--- src/fpec_defs.vh ---
// Constants for the flash program/erase control block.
// Assumes one 40 MHz clock shared with the special-function register bus.
//
// Contract
// Select bit selects or deselects Flash.
// Program bit enables programming; with verify, verifies.
// Erase bit enables erase and erase verify.
// Verify plus program/erase picks verify kind; the code drives only o_fl_vfy and ph_v, the same for both kinds.
// Page buffer select routes accesses to buffer.
// Area select targets one-time-programmable area.
// Program/erase only with write enable set.
// Done flag low while busy, resets high.
// Verify flag shows auto-verify pass or fail.
// Interrupt flag set at end, cleared at start.
// Read-only write, erase, verify phase flags.
// 10-bit timer on clock/128, cleared at start.
// Page operation lasts (t+1)*2*128 clocks.
// Bulk erase lasts (t+1)*4*128 clocks.
// Page address ignores in-page byte bits.
// Auto-verify increments address per byte.
// Address reads return checksum or CRC.
// Idle read/write commands move single bytes.
// Data writes A5 then 5A enter program mode.
// Only both exit bits leave; self-clear.
// Read command starts auto-verify, self-clears.
// Control reset bit resets logic, self-clears.
// Buffer reset clears buffer or checksum.
// Pages hold 64 bytes.
// Host starts page operation and polls done.
// Host starts bulk erase with bulk bit.
// Done and interrupt flags set together; a control reset abort sets done without the interrupt flag.
`ifndef FPEC_DEFS_VH
`define FPEC_DEFS_VH

// ----------------------------------------
// Register offsets
// ----------------------------------------
`define FPEC_A_MODE 8'hEA
`define FPEC_A_STAT 8'hEB
`define FPEC_A_TIME 8'hEC
`define FPEC_A_ADRH 8'hF2
`define FPEC_A_ADRM 8'hF3
`define FPEC_A_ADRL 8'hF4
`define FPEC_A_DATA 8'hF5
`define FPEC_A_CMD 8'hF6

// ----------------------------------------
// Mode register fields
// ----------------------------------------
`define FPEC_M_SEL 7
`define FPEC_M_PGM 5
`define FPEC_M_ERS 4
`define FPEC_M_PBUF 3
`define FPEC_M_OTP 2
`define FPEC_M_VFY 1
`define FPEC_M_WEN 0

// ----------------------------------------
// Status register fields
// ----------------------------------------
`define FPEC_S_DONE 7
`define FPEC_S_VGOOD 6
`define FPEC_S_CRC 5
`define FPEC_S_IRQ 3
`define FPEC_S_WPH 2
`define FPEC_S_EPH 1
`define FPEC_S_VPH 0

// ----------------------------------------
// Command register fields
// ----------------------------------------
`define FPEC_C_BULK 7
`define FPEC_C_EXIT1 5
`define FPEC_C_EXIT0 4
`define FPEC_C_WRITE 3
`define FPEC_C_READ 2
`define FPEC_C_LRST 1
`define FPEC_C_PBRST 0

// ----------------------------------------
// Reset values and codes
// ----------------------------------------
`define FPEC_R_ZERO 8'h00
`define FPEC_R_STAT 8'h80
`define FPEC_KEY1 8'hA5
`define FPEC_KEY2 8'h5A
`define FPEC_CMD_MASK 8'hBF
`define FPEC_CRC_POLY 16'h1021
`define FPEC_CRC_INIT 16'hFFFF

// ----------------------------------------
// Timing and geometry
// ----------------------------------------
`define FPEC_PRE_LAST 7'h7F
`define FPEC_PAGE_BITS 6
`define FPEC_PAGE_LAST 6'h3F

`endif

--- src/fpec_ctrl.v ---
// Flash program/erase sequencer with its special-function registers.
// Assumes the core bus and the Flash array share i_clk; Flash read data
// is valid while the read strobe is high.
`timescale 1ns/1ps
`default_nettype none
`include "fpec_defs.vh"

module fpec_ctrl (
   // Clock and reset
   input wire i_clk,
   input wire i_rst_n,
   // Special-function register bus
   input wire [7:0] i_sfr_addr,
   input wire i_sfr_wr,
   input wire i_sfr_rd,
   input wire [7:0] i_sfr_wdata,
   output reg [7:0] o_sfr_rdata,
   // Flash array
   input wire [7:0] i_fl_rdata,
   output reg o_fl_sel,
   output reg o_fl_pgm,
   output reg o_fl_erase,
   output reg o_fl_vfy,
   output reg o_fl_pbuf,
   output reg o_fl_otp,
   output reg o_fl_bulk,
   output reg o_fl_hv,
   output reg [23:0] o_fl_addr,
   output reg [7:0] o_fl_wdata,
   output reg o_fl_wr,
   output reg o_fl_rd,
   output reg o_fl_pbuf_clr,
   output reg o_prog_mode
);

   // ----------------------------------------
   // States
   // ----------------------------------------
   localparam ST_IDLE = 2'h0;
   localparam ST_TIME = 2'h1;
   localparam ST_VRD = 2'h2;
   localparam ST_VCAP = 2'h3;

   // ----------------------------------------
   // CRC step, used by auto-verify captures only
   // ----------------------------------------
   function [15:0] crc_byte;
      input [15:0] c;
      input [7:0] d;
      integer k;
      reg [15:0] r;
      begin
         r = c ^ {d, 8'h00};
         for (k = 0; k < 8; k = k + 1) begin
            r = r[15] ? ({r[14:0], 1'b0} ^ `FPEC_CRC_POLY) : {r[14:0], 1'b0};
         end
         crc_byte = r;
      end
   endfunction

   // ----------------------------------------
   // Storage
   // ----------------------------------------
   reg [7:0] mode_q;
   reg [7:0] time_q;
   reg [23:0] addr_q;
   reg [7:0] data_q;
   reg [7:0] cmd_q;
   reg done_q;
   reg vgood_q;
   reg crcsel_q;
   reg irq_q;
   reg key_q;
   reg bulk_q;
   reg [1:0] st_q;
   reg [6:0] pre_q;
   reg [9:0] cnt_q;
   reg [5:0] vcnt_q;
   reg [23:0] rsum_q;
   reg [23:0] wsum_q;
   reg [15:0] crc_q;
   reg brd_q;

   // ----------------------------------------
   // Decode
   // ----------------------------------------
   wire wr_mode = i_sfr_wr && (i_sfr_addr == `FPEC_A_MODE);
   wire wr_stat = i_sfr_wr && (i_sfr_addr == `FPEC_A_STAT);
   wire wr_time = i_sfr_wr && (i_sfr_addr == `FPEC_A_TIME);
   wire wr_adrh = i_sfr_wr && (i_sfr_addr == `FPEC_A_ADRH);
   wire wr_adrm = i_sfr_wr && (i_sfr_addr == `FPEC_A_ADRM);
   wire wr_adrl = i_sfr_wr && (i_sfr_addr == `FPEC_A_ADRL);
   wire wr_data = i_sfr_wr && (i_sfr_addr == `FPEC_A_DATA);
   wire wr_cmd = i_sfr_wr && (i_sfr_addr == `FPEC_A_CMD);

   wire m_pgm = mode_q[`FPEC_M_PGM];
   wire m_ers = mode_q[`FPEC_M_ERS];
   wire m_vfy = mode_q[`FPEC_M_VFY];
   wire m_pbuf = mode_q[`FPEC_M_PBUF];
   wire m_wen = mode_q[`FPEC_M_WEN];
   wire ph_w = m_pgm && !m_vfy;
   wire ph_e = m_ers && !m_vfy;
   wire ph_v = m_vfy && (m_pgm || m_ers);
   wire any_mode = m_pgm || m_ers || m_vfy;
   wire may_write = o_prog_mode && m_wen;

   wire c_write = cmd_q[`FPEC_C_WRITE];
   wire c_read = cmd_q[`FPEC_C_READ];
   wire c_lrst = cmd_q[`FPEC_C_LRST];
   wire c_pbrst = cmd_q[`FPEC_C_PBRST];
   wire c_exit = cmd_q[`FPEC_C_EXIT1] && cmd_q[`FPEC_C_EXIT0];

   wire idle = (st_q == ST_IDLE);
   wire start_pe = idle && c_write && (ph_w || ph_e) && may_write;
   wire start_v = idle && c_read && ph_v;
   wire start_op = start_pe || start_v;
   wire tick = (pre_q == `FPEC_PRE_LAST);
   // Last count index: (t+1)*2-1 or (t+1)*4-1, both fit in 10 bits
   wire [9:0] tgt = bulk_q ? {time_q, 2'b11} : {1'b0, time_q, 1'b1};
   wire pe_end = (st_q == ST_TIME) && tick && (cnt_q == tgt);
   wire v_end = (st_q == ST_VCAP) && (vcnt_q == `FPEC_PAGE_LAST);
   wire op_end = pe_end || v_end;
   wire [23:0] rsum_n = rsum_q + {16'h0000, i_fl_rdata};

   // ----------------------------------------
   // Register writes and self-clearing bits
   // ----------------------------------------
   always @(posedge i_clk) begin
      if (!i_rst_n) begin
         mode_q <= `FPEC_R_ZERO;
         time_q <= `FPEC_R_ZERO;
         data_q <= `FPEC_R_ZERO;
         cmd_q <= `FPEC_R_ZERO;
         crcsel_q <= 1'b0;
         key_q <= 1'b0;
         o_prog_mode <= 1'b0;
         bulk_q <= 1'b0;
      end else begin
         // Command bits live one clock only
         cmd_q <= wr_cmd ? (i_sfr_wdata & `FPEC_CMD_MASK) : `FPEC_R_ZERO;
         if (wr_mode) begin
            mode_q <= i_sfr_wdata;
         end
         if (wr_time) begin
            time_q <= i_sfr_wdata;
         end
         if (wr_stat) begin
            crcsel_q <= i_sfr_wdata[`FPEC_S_CRC];
         end
         if (start_pe) begin
            bulk_q <= cmd_q[`FPEC_C_BULK];
         end
         if (wr_data) begin
            data_q <= i_sfr_wdata;
            key_q <= (i_sfr_wdata == `FPEC_KEY1);
            if (key_q && (i_sfr_wdata == `FPEC_KEY2)) begin
               o_prog_mode <= 1'b1;
            end
         end else if (brd_q) begin
            data_q <= i_fl_rdata;
         end
         // Control reset keeps program mode; only the exit pair leaves it
         if (c_exit) begin
            o_prog_mode <= 1'b0;
         end
         if (c_exit || c_lrst) begin
            key_q <= 1'b0;
         end
      end
   end

   // ----------------------------------------
   // Sequencer, timer and flags
   // ----------------------------------------
   always @(posedge i_clk) begin
      if (!i_rst_n) begin
         st_q <= ST_IDLE;
         pre_q <= 7'h00;
         cnt_q <= 10'h000;
         vcnt_q <= 6'h00;
         done_q <= 1'b1;
         vgood_q <= 1'b0;
         irq_q <= 1'b0;
      end else if (c_lrst && !start_op) begin
         // Abort leaves the array idle; the start pattern carries this bit too
         st_q <= ST_IDLE;
         pre_q <= 7'h00;
         cnt_q <= 10'h000;
         done_q <= 1'b1;
      end else begin
         if (wr_stat) begin
            vgood_q <= i_sfr_wdata[`FPEC_S_VGOOD];
            irq_q <= i_sfr_wdata[`FPEC_S_IRQ];
         end
         if (start_op) begin
            done_q <= 1'b0;
            irq_q <= 1'b0;
            pre_q <= 7'h00;
            cnt_q <= 10'h000;
            vcnt_q <= 6'h00;
            st_q <= start_pe ? ST_TIME : ST_VRD;
         end
         case (st_q)
            ST_IDLE: begin
            end
            ST_TIME: begin
               pre_q <= pre_q + 7'h01;
               if (tick && !pe_end) begin
                  cnt_q <= cnt_q + 10'h001;
               end
            end
            ST_VRD: begin
               st_q <= ST_VCAP;
            end
            ST_VCAP: begin
               vcnt_q <= vcnt_q + 6'h01;
               st_q <= v_end ? ST_IDLE : ST_VRD;
               if (v_end) begin
                  vgood_q <= (rsum_n == wsum_q);
               end
            end
            default: begin
               st_q <= ST_IDLE;
            end
         endcase
         if (pe_end) begin
            st_q <= ST_IDLE;
         end
         if (op_end) begin
            done_q <= 1'b1;
            irq_q <= 1'b1;
         end
      end
   end

   // ----------------------------------------
   // Address, checksums and CRC
   // ----------------------------------------
   always @(posedge i_clk) begin
      if (!i_rst_n) begin
         addr_q <= 24'h000000;
         rsum_q <= 24'h000000;
         wsum_q <= 24'h000000;
         crc_q <= `FPEC_CRC_INIT;
      end else begin
         if (wr_adrh) begin
            addr_q[23:16] <= i_sfr_wdata;
         end
         if (wr_adrm) begin
            addr_q[15:8] <= i_sfr_wdata;
         end
         if (wr_adrl) begin
            addr_q[7:0] <= i_sfr_wdata;
         end
         if (start_v) begin
            rsum_q <= 24'h000000;
            crc_q <= `FPEC_CRC_INIT;
         end
         if (st_q == ST_VCAP) begin
            rsum_q <= rsum_n;
            crc_q <= crc_byte(crc_q, i_fl_rdata);
            addr_q <= addr_q + 24'h000001;
         end
         // Buffer loads advance the address and feed the write checksum
         if (wr_data && m_pbuf && o_prog_mode) begin
            wsum_q <= wsum_q + {16'h0000, i_sfr_wdata};
            addr_q <= addr_q + 24'h000001;
         end
         if (c_pbrst && m_pbuf) begin
            wsum_q <= 24'h000000;
         end
      end
   end

   // ----------------------------------------
   // Flash array strobes, all registered
   // ----------------------------------------
   always @(posedge i_clk) begin
      if (!i_rst_n) begin
         o_fl_sel <= 1'b0;
         o_fl_pgm <= 1'b0;
         o_fl_erase <= 1'b0;
         o_fl_vfy <= 1'b0;
         o_fl_pbuf <= 1'b0;
         o_fl_otp <= 1'b0;
         o_fl_bulk <= 1'b0;
         o_fl_hv <= 1'b0;
         o_fl_addr <= 24'h000000;
         o_fl_wdata <= `FPEC_R_ZERO;
         o_fl_wr <= 1'b0;
         o_fl_rd <= 1'b0;
         o_fl_pbuf_clr <= 1'b0;
         brd_q <= 1'b0;
      end else begin
         o_fl_sel <= mode_q[`FPEC_M_SEL];
         o_fl_pgm <= ph_w && may_write;
         o_fl_erase <= ph_e && may_write;
         o_fl_vfy <= ph_v;
         o_fl_pbuf <= m_pbuf;
         o_fl_otp <= mode_q[`FPEC_M_OTP];
         // Launched with the start so the strobe spans the whole count
         o_fl_bulk <= start_pe ? cmd_q[`FPEC_C_BULK] : ((st_q == ST_TIME) && !pe_end && bulk_q);
         o_fl_hv <= start_pe || ((st_q == ST_TIME) && !pe_end);
         // Program and erase see only the page number
         if (ph_w || ph_e) begin
            o_fl_addr <= {addr_q[23:`FPEC_PAGE_BITS], {`FPEC_PAGE_BITS{1'b0}}};
         end else begin
            o_fl_addr <= addr_q;
         end
         o_fl_pbuf_clr <= c_pbrst && !m_pbuf;
         o_fl_wdata <= wr_data ? i_sfr_wdata : data_q;
         // Buffer loads and idle byte writes share the write strobe
         o_fl_wr <= (wr_data && m_pbuf && o_prog_mode)
            || (idle && c_write && !any_mode && may_write);
         brd_q <= idle && c_read && !any_mode;
         o_fl_rd <= (idle && c_read && !any_mode) || (st_q == ST_VRD);
      end
   end

   // ----------------------------------------
   // Read data, one cycle after the strobe
   // ----------------------------------------
   always @(posedge i_clk) begin
      if (!i_rst_n) begin
         o_sfr_rdata <= `FPEC_R_ZERO;
      end else if (i_sfr_rd) begin
         case (i_sfr_addr)
            `FPEC_A_MODE: o_sfr_rdata <= mode_q;
            `FPEC_A_STAT: o_sfr_rdata <= {done_q, vgood_q, crcsel_q, 1'b0, irq_q, ph_w, ph_e, ph_v};
            `FPEC_A_TIME: o_sfr_rdata <= time_q;
            `FPEC_A_ADRH: o_sfr_rdata <= crcsel_q ? `FPEC_R_ZERO : rsum_q[23:16];
            `FPEC_A_ADRM: o_sfr_rdata <= crcsel_q ? crc_q[15:8] : rsum_q[15:8];
            `FPEC_A_ADRL: o_sfr_rdata <= crcsel_q ? crc_q[7:0] : rsum_q[7:0];
            `FPEC_A_DATA: o_sfr_rdata <= data_q;
            `FPEC_A_CMD: o_sfr_rdata <= cmd_q;
            default: o_sfr_rdata <= `FPEC_R_ZERO;
         endcase
      end
   end

endmodule // fpec_ctrl
`default_nettype wire

--- config.mk ---
export PLATFORM = sky130hd
export DESIGN_NAME = fpec_ctrl
export DESIGN_NICKNAME = d
export VERILOG_FILES = /design/src/fpec_ctrl.v
export VERILOG_INCLUDE_DIRS = /design/src
export SDC_FILE = /design/constraint.sdc
export NUM_CORES = 1
export LEC_CHECK = 0
export ABC_AREA = 1
export BUFFER_PORTS_ARGS = -buffer_cell sky130_fd_sc_hd__buf_2
export CAP_MARGIN = 5
export CORE_MARGIN = 2
export CORE_UTILIZATION = 50
export CTS_CLUSTER_SIZE = 30
export DETAILED_ROUTE_END_ITERATION = 10
export HOLD_SLACK_MARGIN = 0.02
export PLACE_DENSITY = 0.78
export SLEW_MARGIN = 20
export SYNTH_ARGS = -nofsm -noshare
export SYNTH_HDL_FRONTEND = slang
export SYNTH_SLANG_ARGS = --single-unit
export TNS_END_PERCENT = 100
--- constraint.sdc ---
create_clock -name i_clk -period 5.3 [get_ports i_clk]
set_input_delay 1.325 -clock i_clk [delete_from_list [all_inputs] [get_ports i_clk]]
set_output_delay 1.325 -clock i_clk [all_outputs]
set_load 0.1 [all_outputs]
==> flow_metrics.env <==
export IMPL_worst_slack_ns=1.97
export IMPL_dpl_instance_area_um2=11800
export IMPL_placementRows=54
export IMPL_worstMarginPinSlew_ns=0.991
export IMPL_area_delta_synth_final_pct=12.0
export IMPL_setup_viol=0
export IMPL_synth_area_leaders="dfxtp_1, nand2_1, inv_1, nand3_1, a21oi_1"
export IMPL_start_util_pct=51.1
export IMPL_hold_path_class="reg -> reg"
export IMPL_final_setup_tns_ns=0
export IMPL_wl_mm=35.1
export IMPL_regToRegEndpoint="crc_q[0]"
export IMPL_grt_pass1_vias=10900
export IMPL_ys_warn_count=0
export IMPL_path_class="in -> reg"
export IMPL_globalRouteOverflowTotal=0
export IMPL_peakVddDrop_mv=0.279
export IMPL_rsz0062_at_grt="no"
export IMPL_synth_edf_count=0
export IMPL_drive_gt1_share_pct=9.46
export IMPL_grt_pass1_wl_mm=56.2
export IMPL_synth_area_um2=11200
export IMPL_status="completed"
export IMPL_gp_congestion=1.00
export IMPL_yosys_mux_area_fraction_pct=0
export IMPL_max_clock_freq_mhz=300
export IMPL_diodes=0
export IMPL_synth_distinct_cells=59
export IMPL_finalHoldViolations=0
export IMPL_hp_start="addr_q[6]"
export IMPL_skew_ns=0.0129
export IMPL_die_height_um=154
export IMPL_clk_latency_ns=0.52
export IMPL_yosys_most_used_dff="dfxtp_1"
export IMPL_synth_async_reset_ratio_pct=0
export IMPL_synth_compound_area_share_pct=15.5
export IMPL_drtPass1Iterations=5
export IMPL_end_kind="flop"
export IMPL_most_common_layout_cells="nand2_1, inv_1, dfxtp_1, nand3_1, nor2_1"
export IMPL_cp_start_kind="primary input"
export IMPL_powerDensity_nw_per_um2=260
export IMPL_avgRoutedWirePerCell_um=17.2
export IMPL_yosysSeqAreaShare_pct=36.2
export IMPL_die_x_um=154
export IMPL_rrSetupSlack_ns=2.21
export IMPL_hold_buffers=0
export IMPL_min_period_ns=3.33
export IMPL_hold_worst_slack_ns=0.447
export IMPL_coreArea_um2=22000
export IMPL_whs_endpoint="o_fl_addr[6]"
export IMPL_cap_violations=0
export IMPL_root_buffer="clkbuf_16"
export IMPL_cts_setup_buffers=0
export IMPL_clock_sinks=203
export IMPL_drt_vias_per_instance=5.72
export IMPL_dp_slack_ns=1.51
export IMPL_clk_pin_slew_ns=0.06
export IMPL_synth_top_area_cell="dfxtp_1"
export IMPL_grt_usage_pct=29.1
export IMPL_nNetsFinal=1798
export IMPL_drc=0
export IMPL_hold_depth=2
export IMPL_critPathMaxFanout=6
export IMPL_die_area_um2=23700
export IMPL_r2r_start="st_q[0]"
export IMPL_htreeDepth=1
export IMPL_io_buffers=79
export IMPL_relSlewSlack_pct=33.7
export IMPL_synth_top_family_by_area="simple AND/OR/NAND/NOR gates"
export IMPL_critical_path_required_ns=5.74
export IMPL_cts_resized=0
export IMPL_fin_crit_sh_pct=62.9
export IMPL_place_hpwl_mm=26.3
export IMPL_io_pins=80
export IMPL_final_max_slew_viol_count=0
export IMPL_syn_avg_cell_area_um2=6.68
export IMPL_grt_max_degree=52
export IMPL_cts_tree="yes"
export IMPL_postRouteAntennaNets=0
export IMPL_final_util_pct=57.3
export IMPL_worstPathArrival_ns=3.78
export IMPL_synthSimpleGateAreaFrac_pct=32.8
export IMPL_synthCells=1682
export IMPL_synth_nets=1732
export IMPL_cts_buffers=23
export IMPL_ys_seq_elements=203
export IMPL_p_leak_nw=5.53
export IMPL_worstRegToRegCells=6
export IMPL_synth_top_area_share_pct=36.2
export IMPL_drt_iter0_markers=1224
export IMPL_antenna_found_initial=1
export IMPL_synth_xor_area_share_pct=3.71
export IMPL_synthAdderAreaFrac_pct=2.58
export IMPL_clockBufferDepth=3
export IMPL_layout_commonest_cell="nand2_1"
export IMPL_postLayoutCellArea_um2=12600
export IMPL_num_vias=11700
==> layer usage <==
metal  part of all wire, %  vias up  global-route usage, %  wire length (um)
met2                    47      498                   49.3             16300
met1                    42     5407                   37.4             14700
met4                   4.5        2                   12.4              1580
li1                      -     5673                      -                 -
met3                   7.0      113                   3.89              2450
met5                 0.037        -                      0                13
==> synth_stat cells (13+ instances only) <==
cell,count
a21oi_1,119
a31oi_1,13
clkbuf_1,21
dfxtp_1,203
ha_1,20
inv_1,219
nand2_1,446
nand3_1,145
nand4_1,21
nor2_1,128
nor3_1,30
o21ai_0,109
o22ai_1,17
xnor2_1,21
xor2_1,24
==> worst max-delay path: stages <==
cell,delay [ns]
buf_2,0.14
ha_1,0.18
inv_1,0.06
fa_1,0.44
inv_1,0.17
nand2_1,0.07
nand2_1,0.09
nand3_1,0.15
nand2_1,0.20
nand2_1,0.07
nand2_1,0.10
nand2_1,0.06
nand2_1,0.06
nand2_1,0.05
nor2_1,0.20
nand3_1,0.11
nor2_1,0.10
nand3_1,0.09
a21oi_1,0.12
==> registers in the layout, indices dropped and copies added, names as in the netlist, 2 cells and up <==
name and flops:
pre_q 7, o_fl_wdata 8, o_fl_addr 24, data_q 8, time_q 8, crc_q 16
addr_q 24, o_sfr_rdata 8, vcnt_q 6, cnt_q 10, mode_q 8, wsum_q 24
st_q 2, cmd_q 7, rsum_q 24
==> power breakdown <==
group          leakage (nW)  total [mW]  switching [mW]  internal, mW
sequential             1.63        1.53        0.000955          1.53
combinational          3.53       0.141           0.106        0.0351
clock                 0.371        1.60           0.664         0.937
==> kinds of logic after synthesis <==
| family | Yosys count |
|---|---|
| flops | 203 |
| fa+ha+maj | 22 |
| compound gates | 310 |
| xor+xnor | 46 |
| buf+inv | 269 |
| simple gates | 832 |
==> through the flow <==
step	cells	power [mW]
2_1_floorplan	1682	1.64
3_3_place_gp	2003	1.70
3_5_place_dp	2003	1.70
4_1_cts	2045	3.28
5_1_grt	2045	3.34
6_report	2045	3.27
==> cell type report <==
cell class / count / area (um2)
clock inverters: 8 / 82.6
clock buffers: 34 / 677
well taps: 280 / 350
fillers: 2117 / 9380
multi-input cells: 1210 / 6130
flip-flops and latches: 203 / 4060
inverters: 228 / 856
repair buffers: 82 / 418
==> how the worst max path moves through the flow <==
| stage | from | slack, ns | to |
|---|---|---|---|
| after floorplan | i_sfr_wdata[0] | 2.11 | wsum_q[12] |
| after global placement | i_fl_rdata[0] | 1.53 | vgood_q |
| after detailed placement | i_fl_rdata[0] | 1.51 | vgood_q |
| after CTS | i_fl_rdata[0] | 2.03 | vgood_q |
| after global routing | i_fl_rdata[0] | 1.75 | vgood_q |
| final | i_fl_rdata[0] | 1.97 | vgood_q |
No activity file was read; power rests on OpenSTA's default activity.
